[src/rtl/pbcao_pkg.sv]
`default_nettype none
package pbcao_pkg;
   // spike filter: reject pulses shorter than this on two-wire inputs
   localparam int SPIKE_NS = 50;
   localparam int CLK_PERIOD_NS = 8;
   // shortest time rounds up to whole cycles
   localparam int SPIKE_CYC = (SPIKE_NS + CLK_PERIOD_NS - 1) / CLK_PERIOD_NS;
   localparam logic [7:0] PORT_RESET = 8'h00;
   // pin positions
   localparam int PB_SCK = 7;
   localparam int PB_MISO = 6;
   localparam int PB_MOSI = 5;
   localparam int PB_SSEL = 4;
   localparam int PB_CMP0 = 3;
   localparam int PB_IRQ2 = 2;
   localparam int PB_CNT1 = 1;
   localparam int PB_XCLK = 0;
   localparam int PC_XOUT = 7;
   localparam int PC_XIN = 6;
   localparam int PC_TDI = 5;
   localparam int PC_TDO = 4;
   localparam int PC_TMS = 3;
   localparam int PC_TCK = 2;
   localparam int PC_SDA = 1;
   localparam int PC_SCL = 0;

   // per-port override bundle, one bit per pin
   typedef struct packed {
      logic [7:0] pull_up_override_enable;
      logic [7:0] pull_up_override_value;
      logic [7:0] direction_override_enable;
      logic [7:0] direction_override_value;
      logic [7:0] pin_value_override_enable;
      logic [7:0] pin_value_override_value;
      logic [7:0] input_buffer_override_enable;
      logic [7:0] input_buffer_override_value;
   } pbcao_ovr_s;

   // general-purpose port register view
   typedef struct packed {
      logic [7:0] data;
      logic [7:0] dir;
   } pbcao_port_s;
endpackage
`default_nettype wire

[src/rtl/pbcao_spike.sv]
`default_nettype none
// glitch filter: output follows input only after it is stable SPIKE_CYC cycles
module pbcao_spike
(
   input wire logic MCLK,
   input wire logic RSTN,
   input wire logic en,
   input wire logic din,
   output logic dout
);
   localparam int CW = $clog2(pbcao_pkg::SPIKE_CYC + 1);
   localparam logic [CW-1:0] CMAX = CW'(pbcao_pkg::SPIKE_CYC);
   logic s1_reg;
   logic s2_reg;
   logic [CW-1:0] cnt_reg;

   // two-stage synchroniser
   always_ff @(posedge MCLK)
   begin
      if (!RSTN)
      begin
         s1_reg <= 1'b1;
         s2_reg <= 1'b1;
      end
      else
      begin
         s1_reg <= din;
         s2_reg <= s1_reg;
      end
   end

   // stability counter
   always_ff @(posedge MCLK)
   begin
      if (!RSTN)
      begin
         cnt_reg <= '0;
         dout <= 1'b1;
      end
      else if (!en || s2_reg == dout)
         cnt_reg <= '0;
      else if (cnt_reg == CMAX - 1'b1)
      begin
         cnt_reg <= '0;
         dout <= s2_reg;
      end
      else
         cnt_reg <= cnt_reg + 1'b1;
   end

   a_spike_reject: assert property (@(posedge MCLK) disable iff (!RSTN)
      $changed(dout) |-> $past(s2_reg, 1) == dout && $past(s2_reg, 6) == dout)
      else $error("spike filter passed a short pulse");
endmodule
`default_nettype wire

[src/rtl/pbcao_top.sv]
`default_nettype none
// Behaviour
// spi pins: pull-up/direction override on spi enable, miso when master, sck/mosi/ssel when slave; direction value 0
// miso carries master input and slave output; mosi the opposite
// spi pull-up value is port data bit gated by pull-up disable
// pb0 value override on usart sync select; input feeds usart clock and counter0
// usart clock pin active only in sync mode; direction bit selects role
// pb3 driven by compare output when enabled; pb1 feeds counter1 input
// irq2 enable forces pb2 input buffer on; pin feeds irq2
// async timer clock takes pc7/pc6 off port control, to crystal amplifier
// test port enable overrides four test pins; pull-ups 1,0,1,1; inputs off
// test port pull-ups stay on during device reset
// tdo driven only in shift states; direction value is or of both
// test port timing comes only from test clock, set by outside party
// two-wire enable: pc1/pc0 open drain, value 0, direction from pull-low
// two-wire pull-ups follow port data bit gated by pull-up disable
// two-wire inputs reject pulses shorter than 50 ns
// value override enable replaces port data bit with override value
// input buffer override decides buffer enable, else sleep state decides
// global pull-up disable turns all pull-ups off; test port pull-ups (pc5, pc3, pc2) stay on while TEST_PORT_ENABLE is set
// pull-up and direction overrides replace port-derived values
// overrides are combinational from peripheral enables
module pbcao_top
(
   input wire logic MCLK,
   input wire logic RSTN,
   input wire pbcao_pkg::pbcao_port_s PORTB_REGS,
   input wire pbcao_pkg::pbcao_port_s PORTC_REGS,
   input wire logic GLOBAL_PULLUP_OFF,
   input wire logic SLEEP_INPUT_OFF,
   input wire logic SERIAL_PERIPH_ON,
   input wire logic MASTER_ROLE_BIT,
   input wire logic SPI_SCK_OUT,
   input wire logic SPI_MASTER_OUT,
   input wire logic SPI_SLAVE_OUT,
   input wire logic USART_SYNC_SELECT,
   input wire logic USART_SYNC_CLOCK_OUT,
   input wire logic COMPARE_OUT_ZERO_EN,
   input wire logic COMPARE_OUT_ZERO,
   input wire logic EXTERNAL_IRQ_TWO_EN,
   input wire logic ASYNC_TIMER2_CLOCK,
   input wire logic TEST_PORT_ENABLE,
   input wire logic TAP_INSTR_SHIFTING,
   input wire logic TAP_DATA_SHIFTING,
   input wire logic TEST_PORT_SERIAL_OUT,
   input wire logic TWO_WIRE_ENABLE,
   input wire logic SDA_PULL_LOW,
   input wire logic SCL_PULL_LOW,
   input wire logic [7:0] PB_PAD_IN,
   input wire logic [7:0] PC_PAD_IN,
   output logic [7:0] PB_PAD_OUT,
   output logic [7:0] PB_PAD_OE_N,
   output logic [7:0] PB_PULLUP,
   output logic [7:0] PB_INPUT_EN,
   output logic [7:0] PC_PAD_OUT,
   output logic [7:0] PC_PAD_OE_N,
   output logic [7:0] PC_PULLUP,
   output logic [7:0] PC_INPUT_EN,
   output pbcao_pkg::pbcao_ovr_s PB_OVR,
   output pbcao_pkg::pbcao_ovr_s PC_OVR,
   output logic SPI_SCK_IN,
   output logic SPI_MASTER_IN,
   output logic SPI_SLAVE_IN,
   output logic SPI_SELECT_IN,
   output logic USART_SYNC_CLOCK_IN,
   output logic COUNTER_ZERO_EXT_INPUT,
   output logic COUNTER_ONE_EXT_INPUT,
   output logic EXTERNAL_IRQ_LINE_TWO,
   output logic SDA_TO_TWI,
   output logic SCL_TO_TWI
);
   pbcao_pkg::pbcao_ovr_s ob;
   pbcao_pkg::pbcao_ovr_s oc;
   logic spi_master;
   logic spi_slave;
   logic [7:0] pb_sync1_reg;
   logic [7:0] pb_sync2_reg;
   logic [7:0] pb_func_tap;

   assign spi_master = SERIAL_PERIPH_ON & MASTER_ROLE_BIT;
   assign spi_slave = SERIAL_PERIPH_ON & ~MASTER_ROLE_BIT;

   // port b override table
   always_comb
   begin
      ob = '0;
      for (int i = pbcao_pkg::PB_SSEL; i <= pbcao_pkg::PB_SCK; i++)
      begin
         ob.pull_up_override_enable[i] = (i == pbcao_pkg::PB_MISO) ? spi_master : spi_slave;
         ob.pull_up_override_value[i] = PORTB_REGS.data[i] & ~GLOBAL_PULLUP_OFF;
         ob.direction_override_enable[i] = ob.pull_up_override_enable[i];
         ob.direction_override_value[i] = 1'b0;
      end
      ob.pin_value_override_enable[pbcao_pkg::PB_SCK] = spi_master;
      ob.pin_value_override_enable[pbcao_pkg::PB_MISO] = spi_slave;
      ob.pin_value_override_enable[pbcao_pkg::PB_MOSI] = spi_master;
      ob.pin_value_override_value[pbcao_pkg::PB_SCK] = SPI_SCK_OUT;
      ob.pin_value_override_value[pbcao_pkg::PB_MISO] = SPI_SLAVE_OUT;
      ob.pin_value_override_value[pbcao_pkg::PB_MOSI] = SPI_MASTER_OUT;
      ob.pin_value_override_enable[pbcao_pkg::PB_CMP0] = COMPARE_OUT_ZERO_EN;
      ob.pin_value_override_value[pbcao_pkg::PB_CMP0] = COMPARE_OUT_ZERO;
      ob.input_buffer_override_enable[pbcao_pkg::PB_IRQ2] = EXTERNAL_IRQ_TWO_EN;
      ob.input_buffer_override_value[pbcao_pkg::PB_IRQ2] = 1'b1;
      ob.pin_value_override_enable[pbcao_pkg::PB_XCLK] = USART_SYNC_SELECT;
      ob.pin_value_override_value[pbcao_pkg::PB_XCLK] = USART_SYNC_CLOCK_OUT;
   end

   // port c override table
   always_comb
   begin
      oc = '0;
      for (int i = pbcao_pkg::PC_XIN; i <= pbcao_pkg::PC_XOUT; i++)
      begin
         oc.pull_up_override_enable[i] = ASYNC_TIMER2_CLOCK;
         oc.direction_override_enable[i] = ASYNC_TIMER2_CLOCK;
         oc.input_buffer_override_enable[i] = ASYNC_TIMER2_CLOCK;
      end
      for (int i = pbcao_pkg::PC_TCK; i <= pbcao_pkg::PC_TDI; i++)
      begin
         oc.pull_up_override_enable[i] = TEST_PORT_ENABLE;
         oc.pull_up_override_value[i] = (i != pbcao_pkg::PC_TDO);
         oc.direction_override_enable[i] = TEST_PORT_ENABLE;
         oc.input_buffer_override_enable[i] = TEST_PORT_ENABLE;
      end
      oc.direction_override_value[pbcao_pkg::PC_TDO] = TAP_INSTR_SHIFTING | TAP_DATA_SHIFTING;
      oc.pin_value_override_enable[pbcao_pkg::PC_TDO] = TEST_PORT_ENABLE;
      oc.pin_value_override_value[pbcao_pkg::PC_TDO] = TEST_PORT_SERIAL_OUT;
      for (int i = pbcao_pkg::PC_SCL; i <= pbcao_pkg::PC_SDA; i++)
      begin
         oc.pull_up_override_enable[i] = TWO_WIRE_ENABLE;
         oc.pull_up_override_value[i] = PORTC_REGS.data[i] & ~GLOBAL_PULLUP_OFF;
         oc.direction_override_enable[i] = TWO_WIRE_ENABLE;
         oc.pin_value_override_enable[i] = TWO_WIRE_ENABLE;
      end
      oc.direction_override_value[pbcao_pkg::PC_SDA] = SDA_PULL_LOW;
      oc.direction_override_value[pbcao_pkg::PC_SCL] = SCL_PULL_LOW;
   end

   assign PB_OVR = ob;
   assign PC_OVR = oc;

   // final pin resolution per bit
   // pull-ups are combinational so a test port pull-up holds while RSTN is low
   generate
      for (genvar g = 0; g < 8; g++)
      begin : g_pin
         logic b_dir;
         logic c_dir;
         assign b_dir = ob.direction_override_enable[g] ?
                        ob.direction_override_value[g] : PORTB_REGS.dir[g];
         assign c_dir = oc.direction_override_enable[g] ?
                        oc.direction_override_value[g] : PORTC_REGS.dir[g];
         assign PB_PAD_OE_N[g] = ~b_dir;
         assign PC_PAD_OE_N[g] = ~c_dir;
         assign PB_PAD_OUT[g] = ob.pin_value_override_enable[g] ?
                                ob.pin_value_override_value[g] : PORTB_REGS.data[g];
         assign PC_PAD_OUT[g] = oc.pin_value_override_enable[g] ?
                                oc.pin_value_override_value[g] : PORTC_REGS.data[g];
         assign PB_PULLUP[g] = ob.pull_up_override_enable[g] ? ob.pull_up_override_value[g] :
                               (~PORTB_REGS.dir[g] & PORTB_REGS.data[g] & ~GLOBAL_PULLUP_OFF);
         assign PC_PULLUP[g] = oc.pull_up_override_enable[g] ? oc.pull_up_override_value[g] :
                               (~PORTC_REGS.dir[g] & PORTC_REGS.data[g] & ~GLOBAL_PULLUP_OFF);
         assign PB_INPUT_EN[g] = ob.input_buffer_override_enable[g] ?
                                 ob.input_buffer_override_value[g] : ~SLEEP_INPUT_OFF;
         assign PC_INPUT_EN[g] = oc.input_buffer_override_enable[g] ?
                                 oc.input_buffer_override_value[g] : ~SLEEP_INPUT_OFF;
         assign pb_func_tap[g] = pb_sync2_reg[g] & PB_INPUT_EN[g];
      end
   endgenerate

   // port b pad inputs pass two flops before function logic
   always_ff @(posedge MCLK)
   begin
      if (!RSTN)
      begin
         pb_sync1_reg <= pbcao_pkg::PORT_RESET;
         pb_sync2_reg <= pbcao_pkg::PORT_RESET;
      end
      else
      begin
         pb_sync1_reg <= PB_PAD_IN;
         pb_sync2_reg <= pb_sync1_reg;
      end
   end

   assign SPI_SCK_IN = pb_func_tap[pbcao_pkg::PB_SCK];
   assign SPI_MASTER_IN = pb_func_tap[pbcao_pkg::PB_MISO];
   assign SPI_SLAVE_IN = pb_func_tap[pbcao_pkg::PB_MOSI];
   assign SPI_SELECT_IN = pb_func_tap[pbcao_pkg::PB_SSEL];
   assign EXTERNAL_IRQ_LINE_TWO = pb_func_tap[pbcao_pkg::PB_IRQ2];
   assign COUNTER_ONE_EXT_INPUT = pb_func_tap[pbcao_pkg::PB_CNT1];
   assign COUNTER_ZERO_EXT_INPUT = pb_func_tap[pbcao_pkg::PB_XCLK];
   assign USART_SYNC_CLOCK_IN = pb_func_tap[pbcao_pkg::PB_XCLK] & USART_SYNC_SELECT;

   pbcao_spike u_sda_filt
   (
      .MCLK(MCLK),
      .RSTN(RSTN),
      .en(TWO_WIRE_ENABLE),
      .din(PC_PAD_IN[pbcao_pkg::PC_SDA]),
      .dout(SDA_TO_TWI)
   );

   pbcao_spike u_scl_filt
   (
      .MCLK(MCLK),
      .RSTN(RSTN),
      .en(TWO_WIRE_ENABLE),
      .din(PC_PAD_IN[pbcao_pkg::PC_SCL]),
      .dout(SCL_TO_TWI)
   );

   a_spi_dir_input: assert property (@(posedge MCLK) disable iff (!RSTN)
      SERIAL_PERIPH_ON |-> (MASTER_ROLE_BIT ? PB_PAD_OE_N[6] :
      (PB_PAD_OE_N[7] && PB_PAD_OE_N[5] && PB_PAD_OE_N[4])))
      else $error("spi input pins not forced to input");
   a_miso_slave_out: assert property (@(posedge MCLK) disable iff (!RSTN)
      spi_slave |-> PB_PAD_OUT[pbcao_pkg::PB_MISO] == SPI_SLAVE_OUT)
      else $error("miso not carrying slave output");
   a_spi_pullup_gate: assert property (@(posedge MCLK) disable iff (!RSTN)
      SERIAL_PERIPH_ON && GLOBAL_PULLUP_OFF |-> PB_PULLUP[7:4] == 4'h0)
      else $error("spi pull-up not gated");
   a_usart_clk_out: assert property (@(posedge MCLK) disable iff (!RSTN)
      USART_SYNC_SELECT |-> PB_PAD_OUT[0] == USART_SYNC_CLOCK_OUT)
      else $error("usart clock not on pb0");
   a_usart_clk_in: assert property (@(posedge MCLK) disable iff (!RSTN)
      !USART_SYNC_SELECT |-> !USART_SYNC_CLOCK_IN)
      else $error("usart clock input active outside sync mode");
   a_cmp_out: assert property (@(posedge MCLK) disable iff (!RSTN)
      COMPARE_OUT_ZERO_EN |-> PB_PAD_OUT[3] == COMPARE_OUT_ZERO)
      else $error("compare output not on pb3");
   a_irq2_buffer: assert property (@(posedge MCLK) disable iff (!RSTN)
      EXTERNAL_IRQ_TWO_EN |-> PB_INPUT_EN[2])
      else $error("irq2 input buffer off");
   a_crystal_free: assert property (@(posedge MCLK) disable iff (!RSTN)
      ASYNC_TIMER2_CLOCK |-> PC_PULLUP[7:6] == 2'h0 && PC_INPUT_EN[7:6] == 2'h0)
      else $error("crystal pins still under port control");
   a_test_pullups: assert property (@(posedge MCLK)
      TEST_PORT_ENABLE |-> PC_PULLUP[5:2] == 4'hb && PC_INPUT_EN[5:2] == 4'h0)
      else $error("test port pull-ups wrong");
   a_tdo_tristate: assert property (@(posedge MCLK) disable iff (!RSTN)
      TEST_PORT_ENABLE && !TAP_INSTR_SHIFTING && !TAP_DATA_SHIFTING
      |-> PC_PAD_OE_N[4])
      else $error("tdo driven outside shift states");
   a_twi_open_drain: assert property (@(posedge MCLK) disable iff (!RSTN)
      TWO_WIRE_ENABLE |-> PC_PAD_OUT[1:0] == 2'h0 &&
      PC_PAD_OE_N[1] == !SDA_PULL_LOW)
      else $error("two-wire pin not open drain");
   a_twi_pullup: assert property (@(posedge MCLK) disable iff (!RSTN)
      TWO_WIRE_ENABLE |-> PC_PULLUP[1] == (PORTC_REGS.data[1] & !GLOBAL_PULLUP_OFF))
      else $error("two-wire pull-up not from port data");
   a_pud_global: assert property (@(posedge MCLK) disable iff (!RSTN)
      GLOBAL_PULLUP_OFF && !TEST_PORT_ENABLE |-> PC_PULLUP == 8'h00 && PB_PULLUP == 8'h00)
      else $error("pull-up on despite global disable");
endmodule
`default_nettype wire

[config.mk]
export PLATFORM = sky130hd
export DESIGN_NAME = pbcao_top
export DESIGN_NICKNAME = d
export VERILOG_FILES = /design/src/rtl/pbcao_pkg.sv /design/src/rtl/pbcao_spike.sv /design/src/rtl/pbcao_top.sv
export SDC_FILE = /design/constraint.sdc
export NUM_CORES = 1
export LEC_CHECK = 0
export BUFFER_PORTS_ARGS = -buffer_cell sky130_fd_sc_hd__buf_2
export CORE_AREA = 2 2 105 107
export DETAILED_ROUTE_END_ITERATION = 8
export DIE_AREA = 0 0 107 109
export HOLD_SLACK_MARGIN = 0.08
export SLEW_MARGIN = 20
export SYNTH_ARGS = -nofsm -noshare
export SYNTH_HDL_FRONTEND = slang
export SYNTH_HIERARCHICAL = 1
export SYNTH_SLANG_ARGS = --single-unit
[constraint.sdc]
create_clock -name MCLK -period 1.6 [get_ports MCLK]
set_clock_uncertainty 0.1 [all_clocks]
set_input_delay 0.16 -clock MCLK [delete_from_list [all_inputs] [get_ports MCLK]]
set_output_delay 0.16 -clock MCLK [all_outputs]
set_load 0.02 [all_outputs]
==> impl_metrics.yaml, run 1 <==
layout:
  layout.nets: 492
  mostFrequentLayoutCells: "buf_2 (190), conb_1 (74), dfxtp_1 (26), and2_1 (16), nor2b_1 (13)"
  layout-drive-gt1-share_pct: 49.9
  fin_cells: 557
  num_antenna_cells: 0
  layout.core_utilization_pct: 27.1
  final_common_cell: "buf_2"
  areaGrowthSynthToFinish_pct: 19.2
sta:
  final_period_minus_worst_setup_slack_ns: 1.30
  timing.fmax_mhz: 772
  setup_tns_ns: 0
  final_worst_hold_slack_ns: 0.131
  rsz0062_at_grt: "false"
  finalSetupViolations: 0
  period_share_pct: 80.9
  hold_viol: 0
  finalMaxSlewViolations: 0
cts:
  worst_setup_hold_path_clk_slew_ns: 0.08
  cts_tree: "yes"
  cts_hold_buffers: 9
  cts_resized: 0
  cts_setup_buffers: 0
  clock_path_buffers: 2
  htreeDepth: 1
  clkSinkCount: 26
  insertion_delay_to_the_later_sink_of_the_worst_skew_pair_ns: 0.26
  cts.root.buffer_cell: "clkbuf_8"
  tritoncts.num_buffers: 3
floorplan:
  die_h_um: 109
  num_io_pins: 272
  design.die.area_um2: 11700
  placeableCoreArea_um2: 10600
  initial_core_utilization_pct: 22.7
  core.rowCount: 38
  die_w_um: 107
routing:
  drt-pass1-iter-count: 4
  via_per_inst: 3.46
  drcViolationCount: 0
  wl_um: 5570
  final_antenna_net_count: 0
  via_total_after_detailed_routing: 1925
  detail_route.iter0.violations: 65
  route.detailed.wl_per_inst_um: 10.0
worst_setup_path:
  crit_buf_inv: 2
  setup.worst_path.start_class: "primary input"
  path_common_cell: "buf_2"
  required_time_worst_endpoint_ns: 1.34
  setup.worst_path.class: "in -> out"
  timing.critical_path.slowest_stage_cell: "buf_2"
  worst_setup_path_end_kind: "primary output"
  crit_path_cell_trace: "buf_2 > and2b_1 > a21boi_0 > buf_2"
  cpPeakStageDelay_ns: 0.34
  cpLargestDelayFamily: "buffers and inverters"
  worstPathArrival_ns: 1.04
  crit_path_max_fanout: 16
grt:
  first_global_vias: 1448
  grt_antenna_before_repair: 0
  grt.total_usage_pct: 7.85
  largest_net_degree_at_the_start_of_global_routing: 24
  grt_first_pass_wirelength_um: 7390
  grt_overflow: 0
placement:
  buffer_ports.inserted: 190
  placedCellCount: 544
  gp_routability_congestion: 0.744
  dp_hpwl_um: 4780
synth:
  ff_latch_count_synth: 26
  synthDominantAreaCellType: "buf_4"
  netlist_area_um2: 2410
  asyncSetResetFlopFracSynth_pct: 0
  synth-seq-area-share_pct: 21.6
  post_synthesis_cell_count: 288
  yosysUniqueCellTypes: 32
  post_synth_edffs: 0
  avgSynthCellArea_um2: 8.35
  post_synth_main_area_contributors: "buf_4 (44%), dfxtp_1 (22%), and2_1 (4.2%), nor2b_1 (3.4%), nand2b_1 (2.6%)"
  synth_top_cell_area_share_pct: 44.0
  ys.warnings.count: 6
  synth_flop_cell: "dfxtp_1"
flow_run:
  max-cap-violations: 0
min_path:
  worst_hold_path_type: "in -> reg"
power:
  power_leakage_uw: 0.00168
  irDropWorstVdd_mv: 0.533
  power_density_nw_per_um2: 689
outcome:
  outcome: "completed"
[path summary, 6_finish.rpt]
path         cells past startpoint  slack (ns)                             start                                to
max                              4        0.30                 GLOBAL_PULLUP_OFF                      PB_PULLUP[6]
min                              2        0.13                              RSTN      u_scl_filt/s2_reg$_SDFF_PN1_
max reg2reg                      4        0.34  u_scl_filt/cnt_reg[0]$_SDFF_PP0_  u_scl_filt/cnt_reg[2]$_SDFF_PP0_
min reg2reg                      1        0.32      u_scl_filt/s1_reg$_SDFF_PN1_      u_scl_filt/s2_reg$_SDFF_PN1_
[logic make-up after synthesis]
| group | Yosys count | synth area share [%] |
|---|---|---|
| buffers and inverters | 157 | 47.2 |
| other | 2 | 0.312 |
| adders and majority gates | 4 | 2.08 |
| muxes | 7 | 3.38 |
| AOI/OAI and AO/OA | 11 | 3.22 |
| DFF | 26 | 21.6 |
| and+or+nand+nor | 77 | 20.7 |
| xor gates and xnor gates | 4 | 1.46 |
[routing by layer]
metal  up-vias  wire length [um]  global-route usage [%]
met5         -                 0                       0
met4         0                 8                    1.67
met3         2               327                   0.717
met2        85              2790                    12.5
met1       895              2440                    11.5
li1        943                 -                       -
[layout make-up]
| cell class | instances | area [um2] |
|---|---|---|
| inverter | 11 | 41.3 |
| fill | 1155 | 7730 |
| clock inverter | 1 | 30.0 |
| tap | 140 | 175 |
| clock buffer | 3 | 41.3 |
| multi-input combinational | 177 | 1020 |
| timing repair buffer | 199 | 1040 |
| sequential | 26 | 520 |
[worst reg2reg max path: cells and delay by family, from the launching register on]
kind,cells,cell delay [ns]
adders and majority gates,1,0.22
buffers and inverters,1,0.06
DFF,1,0.37
and+or+nand+nor,2,0.43
[per-stage QoR]
step | worst slack [ns] | power [uW] | instance area [um2]
after floorplan | 0.247 | 1440 | 2680
after global placement | 0.309 | 1440 | 2710
after detailed placement | 0.292 | 1450 | 2710
after CTS | 0.286 | 2000 | 2870
after global routing | 0.217 | 2090 | 2870
final | 0.305 | 1980 | 2870
[Yosys cell counts (4+ instances only)]
master,n
and2_1,16
nor4_1,4
xnor2_1,4
nand2_1,7
inv_1,11
ha_1,4
buf_4,141
nor2_1,5
a21boi_0,4
nand2b_1,10
nor2b_1,13
mux2_2,5
and2b_1,5
dfxtp_1,26
nor3b_1,4
[where the power goes]
group	switching (uW)	total [uW]	internal, uW
Clock	194	529	334
Sequential	5.15	673	668
Combinational	540	774	235
Total	739	1980	1240
No activity file was read; power rests on OpenSTA's default activity.
==> run 2, diff against run 1 <==
--- a/config.mk
+++ b/config.mk
@@ -6,9 +6,9 @@
 export NUM_CORES = 1
 export LEC_CHECK = 0
 export BUFFER_PORTS_ARGS = -buffer_cell sky130_fd_sc_hd__buf_2
-export CORE_AREA = 2 2 105 107
+export CORE_AREA = 2 2 106 108
 export DETAILED_ROUTE_END_ITERATION = 8
-export DIE_AREA = 0 0 107 109
+export DIE_AREA = 0 0 108 110
 export HOLD_SLACK_MARGIN = 0.08
 export SLEW_MARGIN = 20
 export SYNTH_ARGS = -nofsm -noshare
==> constraint.sdc (replaced) <==
create_clock -name MCLK -period 1.1 [get_ports MCLK]
set_clock_uncertainty 0.1 [all_clocks]
set_input_delay 0.11 -clock MCLK [delete_from_list [all_inputs] [get_ports MCLK]]
set_output_delay 0.11 -clock MCLK [all_outputs]
set_load 0.02 [all_outputs]
==> run 2 against run 1 <==
- highest routed layer unchanged
- sequential cell count did not move
- the flow now finishes with violations (setup timing)
- register-to-register slack got worse by 0.38 ns
- final cell count rose by 1.1%
==> impl_metrics.yaml, run 2 (synthesized netlist as in run 1, its figures left out) <==
layout:
  multi_input_area_um2: 1100
  areaGrowthSynthToFinish_pct: 24.6
  layout.core_utilization_pct: 28.0
  layout.nets: 499
  mostFrequentLayoutCells: "buf_2 (184), conb_1 (74), dfxtp_1 (23), and2_1 (15), nor2b_1 (12)"
  final_common_cell: "buf_2"
  layout-drive-gt1-share_pct: 54.6
  num_antenna_cells: 0
  fin_area_um2: 3000
  area_used_by_sequential_logic_in_the_layout_um2: 524
  fill_cells: 1163
cts:
  clock_path_buffers: 2
  clkSinkCount: 26
  worst_setup_hold_path_clk_slew_ns: 0.08
  cts.root.buffer_cell: "clkbuf_8"
  htreeDepth: 1
  insertion_delay_to_the_later_sink_of_the_worst_skew_pair_ns: 0.25
  tritoncts.num_buffers: 3
  cts_tree: "yes"
placement:
  buffer_ports.inserted: 190
  dp_hpwl_um: 4830
  gp_routability_congestion: 0.814
  placement.cell_area_um2: 2760
  placement.setup.worst_slack_ns: -0.106
worst_setup_path:
  worst_setup_path_end_kind: "primary output"
  cpLargestDelayFamily: "flip-flops"
  timing.critical_path.slowest_stage_cell: "dfxtp_2"
  worstPathArrival_ns: 0.96
  cpPeakStageDelay_ns: 0.32
  required_time_worst_endpoint_ns: 0.89
  crit_path_max_fanout: 2
  crit_path_cell_trace: "nor2b_4 > and2_4 > buf_6"
  crit_buf_inv: 1
  setup.worst_path.class: "reg -> out"
  setup.worst_path.start_class: "flop"
sta:
  setup_tns_ns: -0.164
  hold_viol: 0
  finalMaxSlewViolations: 0
  final_critical_path_setup_slack_ns: -0.0698
  finalSetupViolations: 7
  final_period_minus_worst_setup_slack_ns: 1.17
  timing.fmax_mhz: 855
  rsz0062_at_grt: "true"
  period_share_pct: 106
floorplan:
  placeableCoreArea_um2: 10700
  die_h_um: 110
  design.die.area_um2: 11900
  initial_core_utilization_pct: 22.5
  core.rowCount: 38
  die_w_um: 108
  num_io_pins: 272
routing:
  detail_route.iter0.violations: 45
  via_total_after_detailed_routing: 1965
  route.detailed.wl_per_inst_um: 10.2
  wl_um: 5740
  via_per_inst: 3.49
  final_antenna_net_count: 0
  drcViolationCount: 0
  drt-pass1-iter-count: 4
power:
  power_density_nw_per_um2: 877
  power_switching_share_pct: 40.0
  pwr-share-clk_pct: 18.7
  total_switching_power_uw: 1050
  irDropWorstVdd_mv: 0.666
  p_int_uw: 1580
  seq_power_share_pct: 37.2
  power_leakage_uw: 0.00171
  totalPowerFinal_uw: 2630
  comb_power_share_pct: 44.1
flow_run:
  max-cap-violations: 0
min_path:
  worst_hold_path_type: "in -> reg"
grt:
  largest_net_degree_at_the_start_of_global_routing: 20
  grt_overflow: 0
  grt_antenna_before_repair: 0
  grt_first_pass_wirelength_um: 7470
  grt.total_usage_pct: 7.75
  first_global_vias: 1531
outcome:
  outcome: "finished with violations"
  failed_checks: "setup timing"
run 2: changes by cell type in the layout (fill, tap and decap cells not counted), moves of 3 or more:
cell / previous run / this run
nor4_1: 4 / 1
a21boi_1: 0 / 3
buf_4: 0 / 10
buf_2: 190 / 184
dfxtp_2: 0 / 3
a21boi_0: 4 / 0
nor4_2: 2 / 5
ha_1: 4 / 1
dfxtp_1: 26 / 23
run 2: tightest hold or removal path, stage by stage:
cell and delay [ns]:
buf_2 0.13, nand2_1 0.13, nor4_2 0.06
run 2: final timing paths:
check                                                 startpoint                               end  slack, ns  cells after the start
worst max register to register  u_scl_filt/cnt_reg[0]$_SDFF_PP0_  u_scl_filt/cnt_reg[2]$_SDFF_PP0_      -0.04                      4
worst min-delay path                                        RSTN  u_scl_filt/cnt_reg[0]$_SDFF_PP0_       0.11                      3
worst max-delay path                  pb_sync2_reg[0]$_SDFF_PN0_               USART_SYNC_CLOCK_IN      -0.07                      3
worst min register to register      u_scl_filt/s1_reg$_SDFF_PN1_      u_scl_filt/s2_reg$_SDFF_PN1_       0.31                      1
run 2: repair_timing:
action / CTS / global route
gates resized for setup: 15 / 7
setup buffers: 1 / 0
cloned: 0 / 0
pin swaps: 6 / 1
hold endpoints to repair: 11 / 0
endpoints found under the setup margin: 24 / 19
hold buffers: 10 / 0
run 2: final cells by class:
| type | instances | share of cell area (%) |
|---|---|---|
| inverter | 11 | 1.38 |
| tap | 140 | 5.84 |
| sequential | 26 | 17.5 |
| clock buffer | 3 | 1.38 |
| timing repair buffer | 206 | 37.3 |
| multi-input combinational | 177 | 36.6 |
run 2: metrics by stage:
step,instances,hold WS [ns]
finish,563,0.111
detailed placement,549,0.199
floorplan,360,0.0830
global placement,549,0.190
global route,563,0.114
CTS,563,0.0932
run 2: routing by layer:
| layer | GRT usage (%) | up-vias | share of wire [%] | wire (um) |
|---|---|---|---|---|
| met3 | 0.647 | 2 | 6.2 | 357 |
| met1 | 10.5 | 912 | 40 | 2290 |
| met5 | 0 | - | 0 | 0 |
| met4 | 1.19 | 0 | 0.14 | 8 |
| met2 | 13.7 | 94 | 54 | 3090 |
| li1 | - | 957 | - | - |
run 2: power groups by stage:
| stage | logic (uW) | clock network [uW] | registers (uW) |
|---|---|---|---|
| floorplan | 1090 | 0 | 1000 |
| global placement | 1110 | 0 | 1000 |
| detailed placement | 1120 | 0 | 1000 |
| CTS | 1160 | 523 | 980 |
| global route | 1250 | 556 | 984 |
| finish | 1160 | 492 | 980 |
